`config.mk`:
```
export PLATFORM = sky130hd
export DESIGN_NAME = pfr_bank
export DESIGN_NICKNAME = d
export VERILOG_FILES = /design/src/rtl/pfr_pkg.sv /design/src/rtl/pfr_bank.sv
export SDC_FILE = /design/constraint.sdc
export NUM_CORES = 1
export LEC_CHECK = 0
export ABC_AREA = 0
export BUFFER_PORTS_ARGS = -buffer_cell sky130_fd_sc_hd__buf_2
export CAP_MARGIN = 20
export CORE_MARGIN = 2
export CORE_UTILIZATION = 42
export CTS_BUF_LIST = sky130_fd_sc_hd__clkbuf_16
export CTS_CLUSTER_DIAMETER = 120
export DETAILED_ROUTE_END_ITERATION = 10
export PLACE_DENSITY = 0.79
export SKIP_CTS_REPAIR_TIMING = 1
export SYNTH_ARGS = -nofsm -noshare
export SYNTH_HDL_FRONTEND = slang
export SYNTH_SLANG_ARGS = --single-unit
```
`constraint.sdc`:
```
create_clock -name I_MCLK -period 2.3 [get_ports I_MCLK]
set_input_delay 0.46 -clock I_MCLK [delete_from_list [all_inputs] [get_ports I_MCLK]]
set_output_delay 0.46 -clock I_MCLK [all_outputs]
set_load 0.02 [all_outputs]
```
`src/rtl/pfr_pkg.sv`:
```
// Purpose: Shared constants and types for the peripheral flag and power control bank
// Assumes: 32-bit classic Wishbone slave, one word per register
// Notes: Byte offsets below are the register addresses

package pfr_pkg;

  // ---------------------------------------------------------------
  // Register offsets
  // ---------------------------------------------------------------
  localparam logic [3:0] OFS_FLAGS = 4'h0;
  localparam logic [3:0] OFS_POWER = 4'h4;
  localparam logic [3:0] OFS_IRQ_STATUS = 4'h8;
  localparam logic [3:0] OFS_IRQ_ENABLE = 4'hC;

  // ---------------------------------------------------------------
  // Field positions of the flag register
  // ---------------------------------------------------------------
  localparam int BIT_NVM_DONE = 7;
  localparam int BIT_CONV_DONE = 6;
  localparam int BIT_RX_FULL = 5;
  localparam int BIT_CMP_B = 4;
  localparam int BIT_CMP_A = 3;
  localparam int BIT_OSC_FAIL = 2;
  localparam int BIT_TX_EMPTY = 1;
  localparam int BIT_TIMER_B = 0;

  // Bits software may write in the flag register
  localparam logic [7:0] FLAGS_SW_MASK = 8'hDD;

  // ---------------------------------------------------------------
  // Field positions of the power control register
  // ---------------------------------------------------------------
  localparam int BIT_LP_WAKE = 5;
  localparam int BIT_SOFT_BOR = 4;
  localparam int BIT_POR_STAT = 1;
  localparam int BIT_BOR_STAT = 0;
  localparam logic [7:0] POWER_MASK = 8'h33;

  // ---------------------------------------------------------------
  // Reset values
  // ---------------------------------------------------------------
  localparam logic [7:0] FLAGS_RST = 8'h00;
  localparam logic LP_WAKE_RST = 1'b0;
  localparam logic SOFT_BOR_RST = 1'b1;
  localparam logic [7:0] IRQ_RST = 8'h00;

  // ---------------------------------------------------------------
  // Peripheral event inputs
  // ---------------------------------------------------------------
  typedef struct packed {
    logic nvm_write_done;
    logic conv_done;
    logic rx_full;
    logic cmp_b_out;
    logic cmp_a_out;
    logic osc_fail;
    logic tx_empty;
    logic timer_b_overflow;
  } pfr_evt_s;

  // ---------------------------------------------------------------
  // Whole state of the bank
  // ---------------------------------------------------------------
  typedef struct packed {
    logic [7:0] flags;
    logic lp_wake;
    logic soft_bor;
    logic por_stat;
    logic bor_stat;
    logic cmp_a_prev;
    logic cmp_b_prev;
    logic cmp_seen;
    logic [7:0] irq_status;
    logic [7:0] irq_enable;
    logic ack;
    logic [31:0] rdata;
  } pfr_state_s;

endpackage

```
`src/rtl/pfr_bank.sv`:
```
// Purpose: Peripheral interrupt flags and power/reset status registers
// Assumes: Classic Wishbone slave; inputs synchronous to I_MCLK
// Notes: Events pulse for one cycle; comparator inputs are levels

// Overview of operation
// NVM write completion sets bit 7, sticky
// Conversion completion sets bit 6, sticky
// Bit 5 mirrors receive-full, read-only
// Comparator B output change sets bit 4
// Comparator A output change sets bit 3
// Oscillator failure sets bit 2, sticky
// Bit 1 mirrors transmit-empty, read-only
// Timer B overflow sets bit 0
// Power bits 7:6, 3:2 read zero
// Bit 5 low-power wake enable, resets zero
// Bit 4 soft brownout enable, resets one
// Power-on reset clears bit 1; software sets
// Brownout reset clears bit 0; software sets
// Flags set regardless of any enable
// Event beats simultaneous software clear
module pfr_bank (
  input wire logic I_MCLK,
  input wire logic I_RESET,
  input wire logic I_POR,
  input wire logic I_BOR,
  input wire logic [31:0] I_WB_ADR,
  input wire logic [31:0] I_WB_DAT,
  input wire logic [3:0] I_WB_SEL,
  input wire logic I_WB_WE,
  input wire logic I_WB_CYC,
  input wire logic I_WB_STB,
  input wire pfr_pkg::pfr_evt_s I_EVT,
  output logic [31:0] O_WB_DAT,
  output logic O_WB_ACK,
  output logic O_LOW_POWER_WAKE_ENABLE,
  output logic O_SOFT_BROWNOUT_ENABLE,
  output logic O_IRQ
);

  pfr_pkg::pfr_state_s s_q;
  pfr_pkg::pfr_state_s s_d;

  logic req;
  logic wr;
  logic [3:0] ofs;
  logic [7:0] wbyte;
  logic [7:0] flags_now;
  logic [7:0] events;
  logic [7:0] rd;

  assign req = I_WB_CYC && I_WB_STB && !s_q.ack;
  assign wr = req && I_WB_WE && I_WB_SEL[0];
  assign ofs = I_WB_ADR[3:0];
  assign wbyte = I_WB_DAT[7:0];

  // ---------------------------------------------------------------
  // Combinational next state
  // ---------------------------------------------------------------
  always_comb begin
    s_d = s_q;
    events = 8'h00;
    flags_now = s_q.flags;
    rd = 8'h00;

    // Sticky event sources, independent of any enable
    events[pfr_pkg::BIT_NVM_DONE] = I_EVT.nvm_write_done;
    events[pfr_pkg::BIT_CONV_DONE] = I_EVT.conv_done;
    // Compare against previous only once a sample exists
    events[pfr_pkg::BIT_CMP_B] = s_q.cmp_seen && (I_EVT.cmp_b_out != s_q.cmp_b_prev);
    events[pfr_pkg::BIT_CMP_A] = s_q.cmp_seen && (I_EVT.cmp_a_out != s_q.cmp_a_prev);
    events[pfr_pkg::BIT_OSC_FAIL] = I_EVT.osc_fail;
    events[pfr_pkg::BIT_TIMER_B] = I_EVT.timer_b_overflow;
    s_d.cmp_a_prev = I_EVT.cmp_a_out;
    s_d.cmp_b_prev = I_EVT.cmp_b_out;
    s_d.cmp_seen = 1'b1;

    // Software write to sticky bits, then set wins
    if (wr && ofs == pfr_pkg::OFS_FLAGS) begin
      flags_now = (s_q.flags & ~pfr_pkg::FLAGS_SW_MASK) | (wbyte & pfr_pkg::FLAGS_SW_MASK);
    end
    s_d.flags = (flags_now | events) & pfr_pkg::FLAGS_SW_MASK;
    // Live buffer levels, owned by the serial unit
    s_d.flags[pfr_pkg::BIT_RX_FULL] = I_EVT.rx_full;
    s_d.flags[pfr_pkg::BIT_TX_EMPTY] = I_EVT.tx_empty;

    if (wr && ofs == pfr_pkg::OFS_POWER) begin
      s_d.lp_wake = wbyte[pfr_pkg::BIT_LP_WAKE];
      s_d.soft_bor = wbyte[pfr_pkg::BIT_SOFT_BOR];
      s_d.por_stat = wbyte[pfr_pkg::BIT_POR_STAT];
      s_d.bor_stat = wbyte[pfr_pkg::BIT_BOR_STAT];
    end

    // Interrupt status: set wins over write-one clear
    if (wr && ofs == pfr_pkg::OFS_IRQ_STATUS) begin
      s_d.irq_status = s_q.irq_status & ~wbyte;
    end
    if (wr && ofs == pfr_pkg::OFS_IRQ_ENABLE) begin
      s_d.irq_enable = wbyte;
    end
    s_d.irq_status = s_d.irq_status | events | ({8{1'b0}});
    if (I_EVT.rx_full && !s_q.flags[pfr_pkg::BIT_RX_FULL]) begin
      s_d.irq_status[pfr_pkg::BIT_RX_FULL] = 1'b1;
    end
    if (I_EVT.tx_empty && !s_q.flags[pfr_pkg::BIT_TX_EMPTY]) begin
      s_d.irq_status[pfr_pkg::BIT_TX_EMPTY] = 1'b1;
    end

    // Read mux; unmapped offsets read zero
    unique case (ofs)
      pfr_pkg::OFS_FLAGS: rd = s_q.flags;
      pfr_pkg::OFS_POWER: begin
        rd[pfr_pkg::BIT_LP_WAKE] = s_q.lp_wake;
        rd[pfr_pkg::BIT_SOFT_BOR] = s_q.soft_bor;
        rd[pfr_pkg::BIT_POR_STAT] = s_q.por_stat;
        rd[pfr_pkg::BIT_BOR_STAT] = s_q.bor_stat;
        rd = rd & pfr_pkg::POWER_MASK;
      end
      pfr_pkg::OFS_IRQ_STATUS: rd = s_q.irq_status;
      pfr_pkg::OFS_IRQ_ENABLE: rd = 8'h00;
      default: rd = 8'h00;
    endcase

    s_d.ack = req;
    s_d.rdata = req ? {24'h00_0000, rd} : s_q.rdata;
  end

  // ---------------------------------------------------------------
  // State register
  // ---------------------------------------------------------------
  always_ff @(posedge I_MCLK) begin
    if (I_RESET) begin
      s_q <= '0;
      s_q.flags <= pfr_pkg::FLAGS_RST;
      s_q.lp_wake <= pfr_pkg::LP_WAKE_RST;
      s_q.soft_bor <= pfr_pkg::SOFT_BOR_RST;
      s_q.irq_status <= pfr_pkg::IRQ_RST;
      s_q.irq_enable <= pfr_pkg::IRQ_RST;
    end else begin
      s_q <= s_d;
      // Reset cause flags override any software write
      if (I_POR) begin
        s_q.por_stat <= 1'b0;
      end
      if (I_BOR) begin
        s_q.bor_stat <= 1'b0;
      end
    end
  end

  assign O_WB_ACK = s_q.ack;
  assign O_WB_DAT = s_q.rdata;
  assign O_LOW_POWER_WAKE_ENABLE = s_q.lp_wake;
  assign O_SOFT_BROWNOUT_ENABLE = s_q.soft_bor;
  assign O_IRQ = |(s_q.irq_status & s_q.irq_enable);

endmodule

```
Yosys cells after proc, flatten, opt, wreduce, memory -nomap -nowiden
Index checks and enable logic that the tools add are counted.

$add $sub $neg: 0. $mul: 0. Div/mod/pow operators: 0. $lt $le $gt $ge: 0. Equality and inequality tests: 5. Shifts and indexed selects: 0. Mux-type cells: 8. Bitwise gates (word level): 6. Reduce and logical (&&, ||, !) cells: 19.

Operators with widths (number): $mux W50 (1); $mux W8 (4); $pmux W8 S3 (1); $and A8 B8 Y8 (2); $or A8 B8 Y8 (2); $logic_and A1 B1 Y1 (12); $eq A4 B4 Y1 const B (2); $not A8 Y8 (1); $or A6 B8 Y8 (1); $reduce_or A8 Y1 (1); $eq A4 B3 Y1 const B (1); $logic_not A4 Y1 (1); $reduce_or A2 Y1 (2); $logic_not A1 Y1 (3); $mux W1 (2); $ne A1 B1 Y1 (2).

Bits in registers: 40. Bits in latches: 0. Bits in writable memories: 0. Memory bits (read-only): 0. Input bits: 83. Output and inout bits: 36. Logic and storage cells: 50. Memories kept: 0.

Logic depth before layout (Yosys ltp)
Depth after elaboration: 9. Mapped depth: 6.

Least setup slack after synthesis
Ideal clock, no wire load.

Kind: input-to-reg. From: input port I_WB_ADR[3]. To: register s_q[59] in the netlist's numbering. Arrival time: 1618 ps. Data required time: 2168 ps. Slack: 550 ps. Stages on the path: 5. Path buffers: 1. Cell sequence: buf_6 nor4_2 nand4_2 mux2i_1 a21oi_1.

Cells in the longest elaborated chain, start to end: 4.

Ends and longest elaborated chain: from (decl) (line pfr_bank.sv:26) `input wire logic [31:0] I_WB_ADR,`; $logic_not A4 Y1 (line pfr_bank.sv:78) `if (wr && ofs == pfr_pkg::OFS_FLAGS) begin`; $logic_and A1 B1 Y1 (line pfr_bank.sv:78); $mux W8 (line pfr_bank.sv:78); $or A8 B8 Y8 (line pfr_bank.sv:81) `s_d.flags = (flags_now | events) & pfr_pkg::FLAGS_SW_MASK;`; to (decl) (line pfr_bank.sv:40) `pfr_pkg::pfr_state_s s_q;`.

No other way between the ends. A chain may end at the register's enable or synchronous reset.

Worst setup path after layout
From: register s_q[45] in the netlist's numbering. To: output port O_IRQ.

Cells in the longest elaborated chain, start to end: 2.

Ends and longest elaborated chain: $and A8 B8 Y8 (line pfr_bank.sv:154) `assign O_IRQ = |(s_q.irq_status & s_q.irq_enable);`; $reduce_or A8 Y1 (line pfr_bank.sv:154); to (decl) (line pfr_bank.sv:37) `output logic O_IRQ`.

No other way between the ends.

==> qor.yml <==
power:
  clockPowerShare_pct: 41.8
  vdd_drop_max_mv: 0.306
  switching_share_pct: 24.6
  p_comb_share_pct: 10.6
  power_leakage_nw: 0.969
  seq_power_share_pct: 47.7
  intPower_mw: 1.16
  power.density_nw_per_um2: 721
  p_total_mw: 1.54
  switchingPower_mw: 0.380
worst_setup_path:
  cp_max_fo: 3
  cp-start-kind: "flip-flop"
  crit_arrival_ns: 1.19
  cp-end-kind: "primary output"
  path_class: "flip-flop to primary output"
  crit_required_ns: 1.84
finish:
  drive_above_1_share_pct: 24.0
  syn_to_final_growth_pct: 12.8
  fin_nets: 324
  diodes: 0
  nFillCells: 419
  final_cells: 294
clock_network:
  cts-root-buf: "clkbuf_16"
  numCtsBuffers: 5
  cts.sinks: 40
  htree_levels: 2
  clkSlewWorstSetupHoldPaths_ns: 0.05
  clockBufferDepth: 2
  insertion_delay_ns: 0.29
  cts_tree: "built"
timing:
  finClkSkew_ns: 0.00655
  layout_setup_ws_ns: 0.648
  min_period_ns: 1.65
  period_share_pct: 71.8
  finalHoldViolCount: 0
  max_slew.worst_pin.slew_ns: 0.522
  rsz0062_at_grt: "false"
  holdWs_ns: 0.333
  slew_viol_final: 0
  timing.fmax_mhz: 605
  tns_ns: 0
  slew_headroom_pct: 65.0
  finalSetupViolCount: 0
floorplan:
  pin_count: 119
  design.die.area_um2: 5080
  die_y_um: 71.3
  die_x_um: 71.3
  core_um2: 4350
  row_count: 24
  start_util_pct: 43.6
synthesis:
  synthesis.area_um2: 1900
  synth.distinct_cells: 30
  seq_area_frac_synth_pct: 42.1
  synth-seq-cells: 40
  ys_warn_count: 0
  syn_inst: 207
  synth.avg_cell_area_um2: 9.18
global_route:
  grt_pass1_wl_um: 6330
  grt_pass1_vias: 1313
  grt_overflow: 0
  grt_usage_pct: 16.5
  grt_max_degree: 21
  antenna_found_initial: 0
detailed_routing:
  num_vias: 1475
  wl_per_cell_um: 13.3
  vias_per_cell: 5.02
  routed_wl_um: 3910
  drt_iter0_markers: 75
  firstDrtPassIters: 4
  drc: 0
  ant_nets: 0
hold_path:
  hold_class: "input port to flip-flop"
place:
  dp.cells: 286
  post-place-ws_ns: 0.568
  dp_hpwl_um: 2980
  place_congestion: 0.790
  port_buffers: 39
status:
  status: "completed"
flow_run:
  drv_cap: 0
==> layer usage <==
layer  wire (um)  up-vias  GRT usage, %
li1            -      744             -
met1        1800      673          21.4
met2        1750       51          24.0
met3         262        7          6.47
met4         100        0          8.39
met5           0        -             0
==> sequential cells by signal (all words and copies together) (netlist names) <==
signal / cells
O_LOW_POWER_WAKE_ENABLE: 1
O_SOFT_BROWNOUT_ENABLE: 1
O_WB_ACK: 1
O_WB_DAT: 8
s_q: 29
==> cell usage after synthesis <==
master | instances | share of area [%]
and3_1 | 1 | 0.33
buf_6 | 1 | 0.59
mux2_2 | 4 | 2.4
nand3b_4 | 1 | 1.1
nor4_4 | 1 | 1.1
a21oi_1 | 15 | 3.9
nand4_2 | 1 | 0.66
mux2i_1 | 13 | 6.8
nor4_2 | 1 | 0.66
nand3_1 | 2 | 0.53
a22o_1 | 4 | 1.8
clkbuf_1 | 6 | 1.2
o21ai_0 | 4 | 1.1
buf_1 | 1 | 0.20
xor2_1 | 2 | 0.92
nand2_1 | 12 | 2.4
a31oi_1 | 4 | 1.3
nor2_1 | 24 | 4.7
inv_1 | 1 | 0.20
a311oi_1 | 2 | 0.92
buf_4 | 32 | 13
or2_1 | 1 | 0.33
nor2b_1 | 8 | 2.6
dfxtp_1 | 40 | 42
conb_1 | 1 | 0.20
nand4_1 | 7 | 2.3
a22oi_1 | 12 | 4.7
and3b_1 | 1 | 0.46
and4bb_2 | 1 | 0.66
nor3_1 | 4 | 1.1
==> critical path: stages, from the launching register on <==
cell and delay (ns):
dfxtp_1 0.33, a22oi_1 0.26, nand4_1 0.14, buf_2 0.18
==> area by class of cell <==
type	count	area [um2]	area share [%]
Multi-Input combinational cell	149	905	42.2
Sequential cell	40	801	37.4
Timing Repair Buffer	44	233	10.9
Clock buffer	5	125	5.84
Tap cell	52	65.1	3.04
Clock inverter	3	11.3	0.525
Inverter	1	3.75	0.175
==> through the flow <==
stage                     cell area [um2]  utilization, %
after floorplan                      1990               -
after global placement               2010            46.1
after detailed placement             2010            46.1
after CTS                            2140            49.2
after global routing                 2140            49.2
final                                2140            49.2
==> worst paths after layout <==
path	from	to	slack (ns)	depth (start not counted)
worst max-delay path	s_q[45]	O_IRQ	0.65	3
worst min-delay path	I_BOR	s_q[52]	0.33	2
worst max register to register	O_WB_ACK	s_q[33]	0.87	5
worst min register to register	s_q[63]	s_q[63]	0.46	2
==> cells by family (layout without fill, tap and decap cells) <==
logic type	count (synthesis)	in the layout	synth area share, %
flops	40	40	42.1
buf+inv	41	53	14.8
simple gates	65	65	18.9
other cells	1	24	0.197
compound gates	41	41	13.8
xor+xnor	2	2	0.922
mux	17	17	9.22
==> placed cells by master, fill, tap and decap left out, types with 3 or more instances in the layout <==
master,synthesis,routed
a21oi_1,15,15
a22o_1,4,4
a22oi_1,12,12
a31oi_1,4,4
buf_2,0,39
buf_4,32,5
clkbuf_16,0,5
conb_1,1,24
dfxtp_1,40,40
inv_1,1,3
mux2_2,4,4
mux2i_1,13,13
nand2_1,12,12
nand4_1,7,7
nor2_1,24,24
nor2b_1,8,8
nor3_1,4,4
o21ai_0,4,4
==> power by group through the flow <==
stage               sequential [mW]  clock, mW  combinational [mW]
detailed placement            0.750          0               0.162
floorplan                     0.746          0               0.141
global route                  0.739      0.694               0.180
CTS                           0.736      0.655               0.163
global placement              0.749          0               0.159
finish                        0.736      0.645               0.163
No activity file was read; power rests on OpenSTA's default activity.
